===== src/pkg/arr_cfg.svh =====
/*
 Constants of the angle readout block: serial offsets, word fields,
 reset values and timing counts. Assumes a 25 MHz system clock.
*/
// Function
// Run a main low-latency angle path and a low-power secondary path.
// New angle value ready about every microsecond, 1 MHz refresh.
// Averaging off, sample to encoder outputs takes about 7 us.
// Angle width returned depends only on serial address read.
// Word 0x20: zero, error flag, low supply flag, parity, 12-bit angle.
// Word 0x32: zero then 15-bit angle, no status bits.
// Every 12-bit angle read carries error, low supply and parity bits.
// Low supply flag set while supply is below operating range.
// Pulse-width output always uses the 12-bit angle.
// Incremental and commutation outputs use the 15-bit angle.
// Stored zero-position offset is subtracted from the computed angle.
// Serial access valid about 300 us after power-on.
// Offset, filtering and diagnostics each enabled by stored config bits.
// One full field rotation maps onto the full code range.
// Parity bit makes the 12-bit word odd over all sixteen bits.
// Read data latched on first serial clock edge of response frame.
// Secondary path angle refreshed about every 32 us.
// Field strength register refreshed about every 128 us.
// Power-up reloads shadow config and resets serial registers.
`ifndef ARR_CFG_SVH
`define ARR_CFG_SVH

// Serial register offsets
`define ARR_REG_ANG12     8'h20
`define ARR_REG_FIELD     8'h2A
`define ARR_REG_ANG15     8'h32
// Fields of the 12-bit word
`define ARR_W12_ERR       14
`define ARR_W12_LOWSUP    13
`define ARR_W12_PAR       12
// Command frame address field
`define ARR_CMD_ADR_HI    13
`define ARR_CMD_ADR_LO    8
`define ARR_FRAME_BITS    16
// Reset values and diagnostic limit
`define ARR_ANGLE_RST     15'h0000
`define ARR_WORD_RST      16'h0000
`define ARR_DIAG_LIM      15'h0400
// Timing, in ns, and cycle counts
`define ARR_CLK_NS        40
`define ARR_ANG_NS        1000
`define ARR_RESP_NS       7000
`define ARR_LP_NS         32000
`define ARR_FIELD_NS      128000
`define ARR_POR_NS        300000
`define ARR_ANG_CYC       (`ARR_ANG_NS / `ARR_CLK_NS)
`define ARR_RESP_TAPS     (`ARR_RESP_NS / `ARR_ANG_NS)
`define ARR_LP_CYC        (`ARR_LP_NS / `ARR_CLK_NS)
`define ARR_FIELD_CYC     (`ARR_FIELD_NS / `ARR_CLK_NS)
`define ARR_POR_CYC       (`ARR_POR_NS / `ARR_CLK_NS)

`endif


===== src/pkg/arr_pkg.sv =====
/*
 Types shared by the angle readout modules.
 Assumes arr_cfg.svh holds the numbers.
*/
package arr_pkg;
    typedef logic [14:0] arr_angle_t;
    typedef logic [15:0] arr_word_t;
    typedef logic [7:0]  arr_addr_t;
    typedef logic [2:0]  arr_rate_t;
    // Serial frame states, one-hot
    typedef enum logic [1:0] {
        ARR_IDLE  = 2'b01,
        ARR_SHIFT = 2'b10
    } arr_spi_state_t;
endpackage : arr_pkg


===== src/pkg/arr_rd_if.sv =====
/*
 Read port between the serial slave and the register mux.
 Assumes both ends run on clk_sys.
*/
`timescale 1ns/1ns
interface arr_rd_if;
    arr_pkg::arr_addr_t reqAddr;
    logic               capture;
    arr_pkg::arr_word_t rdData;
    modport regs   (input reqAddr, input capture, output rdData);
    modport serial (output reqAddr, output capture, input rdData);
endinterface : arr_rd_if


===== src/rtl/arr_serial.sv =====
/*
 Serial slave: samples the serial pins on clk_sys, shifts command frames
 in and read words out. Assumes mode 0 framing and a link clock at least
 eight times slower than clk_sys.
*/
`timescale 1ns/1ns
`include "arr_cfg.svh"
module arr_serial (
    // Clock and reset
    input  wire logic  clk_sys,
    input  wire logic  sys_rst,
    // Frames accepted only when high
    input  wire logic  enable,
    // Serial pins
    input  wire logic  sclk,
    input  wire logic  csN,
    input  wire logic  mosi,
    output logic       miso,
    output logic       misoOeN,
    // Register read port
    arr_rd_if.serial   rd
);
    import arr_pkg::*;

    logic [2:0]     sclkS_q;
    logic [1:0]     csS_q;
    logic [1:0]     mosiS_q;
    logic           sclkRise;
    logic           sclkFall;
    arr_spi_state_t state_q;
    logic [4:0]     bitCnt_q;
    arr_word_t      rxShift_q;
    arr_word_t      txShift_q;
    arr_addr_t      addr_q;

    // Two-stage synchronisers; third sclk stage only feeds the edge finder
    always_ff @(posedge clk_sys) begin
        if (sys_rst) begin
            sclkS_q <= 3'h0;
            csS_q   <= 2'h3;
            mosiS_q <= 2'h0;
        end else begin
            sclkS_q <= {sclkS_q[1:0], sclk};
            csS_q   <= {csS_q[0], csN};
            mosiS_q <= {mosiS_q[0], mosi};
        end
    end

    assign sclkRise = sclkS_q[1] & ~sclkS_q[2];
    assign sclkFall = ~sclkS_q[1] & sclkS_q[2];

    // Read word is frozen on the first rising edge of the frame
    // A select that ends on the same edge cancels the latch
    assign rd.capture = (state_q == ARR_SHIFT) && !csS_q[1] && sclkRise
                        && (bitCnt_q == 5'h00);
    assign rd.reqAddr = addr_q;

    // Frame sequencing; address of a full frame serves the next frame
    always_ff @(posedge clk_sys) begin
        if (sys_rst) begin
            state_q   <= ARR_IDLE;
            bitCnt_q  <= 5'h00;
            rxShift_q <= `ARR_WORD_RST;
            txShift_q <= `ARR_WORD_RST;
            addr_q    <= 8'h00;
        end else begin
            case (state_q)
                ARR_IDLE: begin
                    if (!csS_q[1] && enable) begin
                        state_q   <= ARR_SHIFT;
                        bitCnt_q  <= 5'h00;
                        txShift_q <= `ARR_WORD_RST;
                    end
                end
                ARR_SHIFT: begin
                    if (csS_q[1]) begin
                        state_q <= ARR_IDLE;
                        if (bitCnt_q == 5'(`ARR_FRAME_BITS))
                            addr_q <= {2'h0, rxShift_q[`ARR_CMD_ADR_HI:`ARR_CMD_ADR_LO]};
                    end else if (sclkRise) begin
                        rxShift_q <= {rxShift_q[14:0], mosiS_q[1]};
                        if (bitCnt_q != 5'(`ARR_FRAME_BITS))
                            bitCnt_q <= bitCnt_q + 5'h01;
                        if (rd.capture)
                            txShift_q <= rd.rdData;
                    end else if (sclkFall) begin
                        txShift_q <= {txShift_q[14:0], 1'b0};
                    end
                end
                default: state_q <= ARR_IDLE;
            endcase
        end
    end

    // Bit 15 of every word is zero, so MISO is right before the capture
    assign miso    = txShift_q[15];
    assign misoOeN = (state_q != ARR_SHIFT);
endmodule : arr_serial


===== src/rtl/arr_readout.sv =====
/*
 Angle readout: main filtered path, low-power secondary path, field
 reading, status bits and the serial register words. Assumes the front
 end delivers a raw 15-bit angle and field value on clk_sys, and that
 stored configuration is stable while sys_rst is high.
*/
`timescale 1ns/1ns
`include "arr_cfg.svh"
module arr_readout #(
    parameter int PorCycles = `ARR_POR_CYC
) (
    // Clock and reset
    input  wire logic          clk_sys,
    input  wire logic          sys_rst,
    // Front end samples, same clock
    input  wire arr_pkg::arr_angle_t feAngle,
    input  wire logic [11:0]   feField,
    // Supply monitor pin, asynchronous
    input  wire logic          lowSupply,
    // Stored configuration
    input  wire arr_pkg::arr_angle_t nvmZeroOffset,
    input  wire arr_pkg::arr_rate_t  nvmAvgRate,
    input  wire logic          nvmOffsetEn,
    input  wire logic          nvmFilterEn,
    input  wire logic          nvmDiagEn,
    // Serial pins
    input  wire logic          sclk,
    input  wire logic          csN,
    input  wire logic          mosi,
    output logic               miso,
    output logic               misoOeN,
    // Angle outputs and status
    output arr_pkg::arr_angle_t encAngle,
    output logic [11:0]        pwmAngle,
    output logic               generalError,
    output logic               serialReady
);
    import arr_pkg::*;

    localparam int AngCyc = `ARR_ANG_CYC;
    localparam int LpCyc  = `ARR_LP_CYC;
    localparam int FdCyc  = `ARR_FIELD_CYC;
    localparam int Taps   = `ARR_RESP_TAPS;
    localparam int AngW   = $clog2(AngCyc);
    localparam int LpW    = $clog2(LpCyc);
    localparam int FdW    = $clog2(FdCyc);
    localparam int PorW   = $clog2(PorCycles + 1);
    localparam int DlyN   = Taps - 2;

    // Shadow configuration
    logic            loadPend_q;
    arr_angle_t      zeroOff_q;
    arr_rate_t       avgRate_q;
    logic            offsetEn_q;
    logic            filterEn_q;
    logic            diagEn_q;
    // Timing
    logic [AngW-1:0] angCnt_q;
    logic [LpW-1:0]  lpCnt_q;
    logic [FdW-1:0]  fdCnt_q;
    logic [PorW-1:0] porCnt_q;
    logic            angTick;
    logic            lpTick;
    logic            fdTick;
    logic            porDone_q;
    // Main path
    arr_angle_t      avg_q;
    arr_angle_t      avg_d;
    arr_angle_t      avgDiff;
    arr_angle_t      avgStep;
    arr_angle_t      dly_q [DlyN];
    arr_angle_t      outAngle;
    // Secondary path and status
    arr_angle_t      lpAngle_q;
    arr_angle_t      diagDiff;
    logic [11:0]     fieldReg_q;
    logic            lsS1_q;
    logic            lsS2_q;
    logic            err_q;
    arr_word_t       word12;
    arr_word_t       word15;

    arr_rd_if rdIf ();

    // Stored config is copied on the first cycle after reset release
    always_ff @(posedge clk_sys) begin
        if (sys_rst) begin
            loadPend_q <= 1'b1;
        end else begin
            loadPend_q <= 1'b0;
        end
    end

    always_ff @(posedge clk_sys) begin
        if (sys_rst) begin
            zeroOff_q  <= `ARR_ANGLE_RST;
            avgRate_q  <= 3'h0;
            offsetEn_q <= 1'b0;
            filterEn_q <= 1'b0;
            diagEn_q   <= 1'b0;
        end else if (loadPend_q) begin
            zeroOff_q  <= nvmZeroOffset;
            avgRate_q  <= nvmAvgRate;
            offsetEn_q <= nvmOffsetEn;
            filterEn_q <= nvmFilterEn;
            diagEn_q   <= nvmDiagEn;
        end
    end

    // Refresh divider: one tick per microsecond
    always_ff @(posedge clk_sys) begin
        if (sys_rst || angTick) begin
            angCnt_q <= '0;
        end else begin
            angCnt_q <= angCnt_q + 1'b1;
        end
    end
    assign angTick = (angCnt_q == AngW'(AngCyc - 1));

    // Slow dividers for the low-power path and the field reading
    always_ff @(posedge clk_sys) begin
        if (sys_rst || lpTick) begin
            lpCnt_q <= '0;
        end else begin
            lpCnt_q <= lpCnt_q + 1'b1;
        end
    end
    assign lpTick = (lpCnt_q == LpW'(LpCyc - 1));

    always_ff @(posedge clk_sys) begin
        if (sys_rst || fdTick) begin
            fdCnt_q <= '0;
        end else begin
            fdCnt_q <= fdCnt_q + 1'b1;
        end
    end
    assign fdTick = (fdCnt_q == FdW'(FdCyc - 1));

    // Power-on wait before serial frames are honoured
    always_ff @(posedge clk_sys) begin
        if (sys_rst) begin
            porCnt_q  <= '0;
            porDone_q <= 1'b0;
        end else if (!porDone_q) begin
            porCnt_q  <= porCnt_q + 1'b1;
            porDone_q <= (porCnt_q == PorW'(PorCycles - 1));
        end
    end
    assign serialReady = porDone_q;

    // Averaging: modulo difference keeps the filter right across zero
    always_comb begin
        avgDiff = feAngle - avg_q;
        avgStep = arr_angle_t'($signed(avgDiff) >>> avgRate_q);
        if (!filterEn_q || avgRate_q == 3'h0) begin
            avg_d = feAngle;
        end else begin
            avg_d = avg_q + avgStep;
        end
    end

    // Main path: filter stage, delay taps, offset stage, one per tick
    always_ff @(posedge clk_sys) begin
        if (sys_rst) begin
            avg_q <= `ARR_ANGLE_RST;
        end else if (angTick) begin
            avg_q <= avg_d;
        end
    end

    genvar gi;
    generate
        for (gi = 0; gi < DlyN; gi++) begin : g_dly
            always_ff @(posedge clk_sys) begin
                if (sys_rst) begin
                    dly_q[gi] <= `ARR_ANGLE_RST;
                end else if (angTick) begin
                    dly_q[gi] <= (gi == 0) ? avg_q : dly_q[(gi == 0) ? 0 : gi - 1];
                end
            end
        end
    endgenerate

    // Zero position moved by subtraction, wrapping over the full circle
    assign outAngle = offsetEn_q ? dly_q[DlyN-1] - zeroOff_q : dly_q[DlyN-1];

    always_ff @(posedge clk_sys) begin
        if (sys_rst) begin
            encAngle <= `ARR_ANGLE_RST;
            pwmAngle <= 12'h000;
        end else if (angTick) begin
            encAngle <= outAngle;
            pwmAngle <= outAngle[14:3];
        end
    end

    // Low-power path samples rarely; field reading rarer still
    always_ff @(posedge clk_sys) begin
        if (sys_rst) begin
            lpAngle_q <= `ARR_ANGLE_RST;
        end else if (lpTick) begin
            lpAngle_q <= feAngle;
        end
    end

    always_ff @(posedge clk_sys) begin
        if (sys_rst) begin
            fieldReg_q <= 12'h000;
        end else if (fdTick) begin
            fieldReg_q <= feField;
        end
    end

    // Diagnostic compare of both paths; the limit absorbs path lag
    assign diagDiff = lpAngle_q - avg_q;
    always_ff @(posedge clk_sys) begin
        if (sys_rst) begin
            err_q <= 1'b0;
        end else if (!diagEn_q) begin
            err_q <= 1'b0;
        end else if (lpTick) begin
            err_q <= (diagDiff > `ARR_DIAG_LIM) && (diagDiff < -`ARR_DIAG_LIM);
        end
    end
    assign generalError = err_q;

    // Supply monitor pin through two flip-flops
    always_ff @(posedge clk_sys) begin
        if (sys_rst) begin
            lsS1_q <= 1'b0;
            lsS2_q <= 1'b0;
        end else begin
            lsS1_q <= lowSupply;
            lsS2_q <= lsS1_q;
        end
    end

    // Read words; parity bit makes the whole word odd
    always_comb begin
        word12 = {1'b0, err_q, lsS2_q, 1'b0, encAngle[14:3]};
        word12[`ARR_W12_PAR] = ~(^word12);
        word15 = {1'b0, encAngle};
    end

    // Width chosen only by the address read
    always_comb begin
        case (rdIf.reqAddr)
            `ARR_REG_ANG12: rdIf.rdData = word12;
            `ARR_REG_ANG15: rdIf.rdData = word15;
            `ARR_REG_FIELD: rdIf.rdData = {4'h0, fieldReg_q};
            default:        rdIf.rdData = `ARR_WORD_RST;
        endcase
    end

    arr_serial u_serial (
        .clk_sys (clk_sys),
        .sys_rst (sys_rst),
        .enable  (porDone_q),
        .sclk    (sclk),
        .csN     (csN),
        .mosi    (mosi),
        .miso    (miso),
        .misoOeN (misoOeN),
        .rd      (rdIf.serial)
    );
endmodule : arr_readout


===== config.mk =====
export PLATFORM = sky130hd
export DESIGN_NAME = arr_readout
export DESIGN_NICKNAME = d
export VERILOG_FILES = /design/src/pkg/arr_pkg.sv /design/src/pkg/arr_rd_if.sv /design/src/rtl/arr_serial.sv /design/src/rtl/arr_readout.sv
export VERILOG_INCLUDE_DIRS = /design/src /design/src/pkg
export SDC_FILE = /design/constraint.sdc
export NUM_CORES = 1
export LEC_CHECK = 0
export BUFFER_PORTS_ARGS = -buffer_cell sky130_fd_sc_hd__buf_4
export CAP_MARGIN = 10
export CORE_MARGIN = 2
export CORE_UTILIZATION = 55
export CTS_CLUSTER_SIZE = 10
export DETAILED_ROUTE_END_ITERATION = 10
export HOLD_SLACK_MARGIN = 0.08
export PLACE_DENSITY = 0.78
export REMOVE_ABC_BUFFERS = 1
export SYNTH_ARGS = -nofsm -noshare
export SYNTH_HDL_FRONTEND = slang
export SYNTH_SLANG_ARGS = --single-unit

===== constraint.sdc =====
create_clock -name clk_sys -period 5.73 [get_ports clk_sys]
set_input_delay 1.4325 -clock clk_sys [delete_from_list [all_inputs] [get_ports clk_sys]]
set_output_delay 1.4325 -clock clk_sys [all_outputs]
set_load 0.01 [all_outputs]

### After elaboration in Yosys (flattened, before gate mapping)

Memories as Yosys holds them, arrays and structs flattened.
Index checks and enable logic that the tools add are counted.

| cells by class | value |
|---|---|
| shift operators | 1 |
| multiplexer cells | 28 |
| reduce and logical (&&, ||, !) cells | 21 |
| magnitude comparators | 2 |
| bitwise gates (word level) | 12 |
| equality and inequality tests | 19 |
| add/sub/neg operators | 9 |

Operator list:

| cell | count |
|---|---|
| $mux W15 | 7 |
| $mux W16 | 5 |
| $pmux W15 S3 | 1 |
| $sub A15 B15 Y15 | 3 |
| $pmux W16 S2 | 1 |
| $mux W5 | 4 |
| $eq A6 B6 Y1 const B | 3 |
| $reduce_xor A16 Y1 | 1 |
| $add A15 B15 Y15 | 1 |
| $gt A15 B11 Y1 const B | 1 |
| $lt A15 B15 Y1 const B | 1 |
| $sshr A15 B3 Y15 | 1 |
| $add A13 B1 Y13 const B | 1 |
| $eq A13 B13 Y1 const B | 1 |
| $add A12 B1 Y12 const B | 1 |
| $eq A12 B12 Y1 const B | 1 |
| $add A10 B1 Y10 const B | 1 |
| $add A5 B1 Y5 const B | 2 |
| $eq A10 B10 Y1 const B | 1 |
| $eq A5 B5 Y1 const B | 2 |
| $pmux W5 S2 | 1 |
| $reduce_and A5 Y1 | 2 |
| $mux W1 | 6 |
| $ne A2 B1 Y1 const B | 3 |
| other kinds (20) | 41 |

| storage, ports and cells | value |
|---|---|
| output and inout bits | 31 |
| logic and storage cells | 120 |
| flip-flop bits (word level) | 185 |
| bits of input ports | 54 |
| memories | 1 |
| bits in writable memories | 75 |

Memory list:

| name | words | width | read ports | clocked after Yosys merged registers in | write ports | RTL line | source |
|---|---|---|---|---|---|---|---|
| dly_q | 5 | 15 | 5 | 0 | 5 | arr_readout.sv:71 | `arr_angle_t dly_q [DlyN];` |

### Longest topological paths before layout

| depth | value |
|---|---|
| word-level depth | 8 |
| mapped depth | 20 |
| mapped depth without buffers | 20 |

### Modules after synthesis

Synthesis repeated with hierarchy kept, for this count alone.

| second synthesis, totals | value |
|---|---|
| cell total of the unflattened synthesis | 1427 |
| area, all modules | 13470.4 um^2 |

By module, submodules not included:

| module | times used | cells each | area each (um^2) | seq. area each (um^2) |
|---|---|---|---|---|
| arr_readout | 1 | 1192 | 11207.0 | 4714.5 |
| arr_serial | 1 | 235 | 2263.4 | 1001.0 |

### Worst setup path after synthesis

OpenSTA, ideal clock, no wires.

| timing path | value |
|---|---|
| path type | input -> register |
| start | in feAngle[0] |
| end | reg avg_q[14] |
| setup time | 62 ps |
| arrival time | 5661 ps |
| data required time | 5668 ps |
| slack | 7 ps |
| buffers on the path | 0 |
| cell stages on the path | 18 |
| cells stage by stage | inv_1 -> ha_1 -> fa_1 -> nand2b_1 -> a21o_1 -> a211oi_2 -> nor2_1 -> a311o_1 -> mux4_2 -> mux2_2 -> ha_1 -> a2111o_1 -> o221ai_1 -> o21ai_0 -> a221oi_1 -> xnor2_1 -> or4_1 -> nand3_1 |

| between the ends | value |
|---|---|
| word-level cells in the longest chain between the ends | 4 |

Ends and longest elaborated chain:

| element | RTL line | source |
|---|---|---|
| start, declared | arr_readout.sv:16 | `input wire arr_pkg::arr_angle_t feAngle,` |
| $sub A15 B15 Y15 | arr_readout.sv:153 | `avgDiff = feAngle - avg_q;` |
| $sshr A15 B3 Y15 | arr_readout.sv:154 | `avgStep = arr_angle_t'($signed(avgDiff) >>> avgRate_q);` |
| $add A15 B15 Y15 | arr_readout.sv:158 | `avg_d = avg_q + avgStep;` |
| $mux W15 | arr_readout.sv:155 | `if (!filterEn_q \|\| avgRate_q == 3'h0) begin` |
| end signal, assigned | arr_readout.sv:165 | `` avg_q <= `ARR_ANGLE_RST; `` |
| end signal, assigned | arr_readout.sv:167 | `avg_q <= avg_d;` |
| end, declared | arr_readout.sv:67 | `arr_angle_t avg_q;` |

Every way passes these cells.
A chain may end at the register's enable or synchronous reset.

### Worst setup path after layout

Same ends and word-level chain as after synthesis.

==> out/results.ini <==
[finish]
finalNetCount = 1653
syn_to_final_growth_pct = 15.7
fill_cells = 1872
drive_gt1_share_pct = 14.3
final_area_um2 = 15200
diodes = 0

[clocking]
cts.repair.resized = 0
clock_path_buffers = 3
cts.clk_slew.worst_paths_ps = 60
holdBufCountCts = 0
numCtsBuffers = 28
clock-sinks = 248
htree_levels = 1
clockRootBuffer = clkbuf_16
insertion_delay_ps = 530
cts_tree = built
post-cts-setup-buffer-count = 0

[timing]
finalSetupViolations = 0
hold_viol = 0
rsz0062_at_grt = no
clock.fmax_ghz = 0.182
tightest_slew_ps = 1050
finClkSkew_ps = 9.11
slew_headroom_pct = 30.0
totalNegativeSetupSlack_ps = 0
slew_viol_final = 0
timing.final.ws_setup_ps = 226
period_needed_ps = 5500
finalCritPeriodShare_pct = 96.0

[drt]
routed_wl_um = 28200
vias = 10400
avgViaCountPerCell = 5.60
first_pass_iters = 5
drcViolationCount = 0
drtAntennaViolNets = 0
wl_per_cell_um = 15.1
drtIter0Drc = 667

[synthesis]
synth_seq_cells = 248
synth_ff_type = dfxtp_1
synth_warnings = 0
syn_avg_cell_area_um2 = 9.28
synth_edf_count = 75
seq_area_frac_synth_pct = 43.5
yosysUniqueCellTypes = 80
netlist_area_um2 = 13100
synth-async-reset-ratio_pct = 0
netlist_instances = 1416

[floorplanning]
die_h_um = 159
dieArea_um2 = 25100
fp.dieW_um = 159
io_pins = 85
start_util_pct = 56.0
coreArea_um2 = 23500
rows = 56

[global_routing]
grt_max_degree = 68
antenna_found_initial = 0
grt_usage_pct = 22.3
first_global_vias = 9884
grt_remaining_overflow = 0
grt_pass1_wl_um = 46100

[placed_design]
dpl_cell_area_um2 = 14400
hpwl_um = 20600
gp_congestion = 0.904
pre_cts_ws_ps = -397
port-buffer-count = 84

[setup_path]
required_ps = 6200
worstPathCellList = buf_4, inv_1, ha_1, fa_1, nand2b_1, a21o_1, a211oi_2, or3b_1, a221o_1, xnor2_2, mux4_2, mux2_2, ha_1, a2111o_1, o221ai_1, o21ai_1, a221oi_2, xnor2_1, or4_1, nand3_1
cp.arrival_ps = 5970
crit_path_frequent_cell = ha_1
cp-start-kind = input port
cp.buffers_inverters = 2
critPathMaxStageDelay_ps = 500
cp_max_fo = 6
path_delay_family = compound AO/OA/AOI/OAI gates
crit_type = input port to register
slowest_stage = mux4_2
crit_path_end_kind = register

[power]
power_leakage_uw = 0.00622
total_power_uw = 3850
p_per_area_nw_per_um2 = 253
ir_worst_vdd_mv = 0.198

[job]
maxCapViolCount = 0

[outcome]
status = complete, no violations

[worst_hold_path]
min_path_type = register to register

sequential cells by signal (all words and copies together), names as in the netlist, 2 cells and up:
signal / cells
u_serial.rxShift_q: 14
u_serial.txShift_q: 16
lpAngle_q: 15
dly_q: 75
angCnt_q: 5
u_serial.bitCnt_q: 5
fieldReg_q: 12
u_serial.sclkS_q: 3
zeroOff_q: 15
u_serial.state_q: 2
avg_q: 15
lpCnt_q: 10
encAngle: 15
u_serial.rd.reqAddr: 6
u_serial.mosiS_q: 2
avgRate_q: 3
porCnt_q: 13
u_serial.csS_q: 2
fdCnt_q: 12
cell usage after synthesis, types with 25 or more instances:
cell      instances  area share (%)
nor2b_1          25             1.2
clkbuf_1         47             1.3
nor2_1          159             4.5
nand3_1          42             1.6
xnor2_1          41             2.7
a21oi_1          76             2.9
inv_1            68             1.9
xor2_1           38             2.5
edfxtp_1         75              17
nor3_1           26            0.99
mux2i_1          76             5.8
and2_1           66             3.1
nand2_1         127             3.6
ha_1             67             6.4
dfxtp_1         173              26
o21ai_0          51             1.9
worst paths after layout:
path	slack [ps]	to	startpoint	cells after the start
worst min register to register	430	u_serial.csS_q[1]	u_serial.csS_q[0]	1
worst min-delay path	430	u_serial.csS_q[1]	u_serial.csS_q[0]	1
worst max register to register	730	avg_q[14]	avg_q[1]	19
worst max-delay path	230	avg_q[14]	feAngle[0]	20
report_power, final:
| group | internal [uW] | total [uW] | switching, uW |
|---|---|---|---|
| combinational | 193 | 406 | 213 |
| clock | 933 | 1570 | 639 |
| sequential | 1840 | 1870 | 26.0 |
logic make-up (layout without fill, tap and decap cells):
logic type               count (synthesis)  count (layout)  share of synthesized area, %
XOR/XNOR                                80              80                          5.39
adder cells (fa/ha/maj)                 71              71                          6.99
buffers and inverters                  139             266                          4.31
AND/OR/NAND/NOR                        521             521                          19.2
multiplexers                            89              89                          7.08
AO/OA/AOI/OAI                          268             268                          13.5
flip-flops                             248             248                          43.5
cell usage in the layout, fill, tap and decap left out, types with 25 or more instances in the layout:
cell type	instances
nor2b_1	25
and2_1	66
edfxtp_1	75
dfxtp_1	173
xor2_1	38
nor2_1	158
buf_4	151
o21ai_0	50
nand3_1	42
clkbuf_16	29
nor3_1	26
a21oi_1	76
xnor2_1	41
ha_1	67
inv_1	67
mux2i_1	76
nand2_1	127
worst reg2reg max path, stage by stage (launching register included):
cell and delay, ps:
dfxtp_1 510, inv_1 180, ha_1 300, nor2b_1 140, o31ai_1 440, a211oi_1 140, buf_4 180, nor3_1 200
xnor2_1 200, mux2i_1 150, mux2_2 300, mux2i_1 200, ha_1 290, a2111o_1 410, o221ai_1 230, o21ai_1 170
a221oi_2 270, xnor2_1 110, or4_1 390, nand3_1 90
per-stage QoR:
stage / cells / hold WS [ps] / utilization [%]
4_1_cts: 1862 / 432 / 64.8
3_5_place_dp: 1817 / 402 / 61.4
6_report: 1862 / 429 / 64.8
2_1_floorplan: 1346 / 389 / -
3_3_place_gp: 1817 / 410 / 61.4
5_1_grt: 1862 / 437 / 64.8
layout make-up:
type / count / area [um2] / area share [%]
sequential: 248 / 5720 / 37.6
tap: 319 / 399 / 2.62
inverter: 69 / 260 / 1.71
multi-input combinational: 1029 / 6880 / 45.3
timing repair buffer: 152 / 1150 / 7.59
clock buffer: 45 / 796 / 5.23
layer usage:
metal	vias to the layer above	wire length (um)	GRT usage [%]
met4	0	552	5.58
li1	5204	-	-
met3	44	1320	2.97
met5	-	0	0
met1	4934	12200	27.9
met2	251	14100	40.8
(Power assumes the default switching activity.)
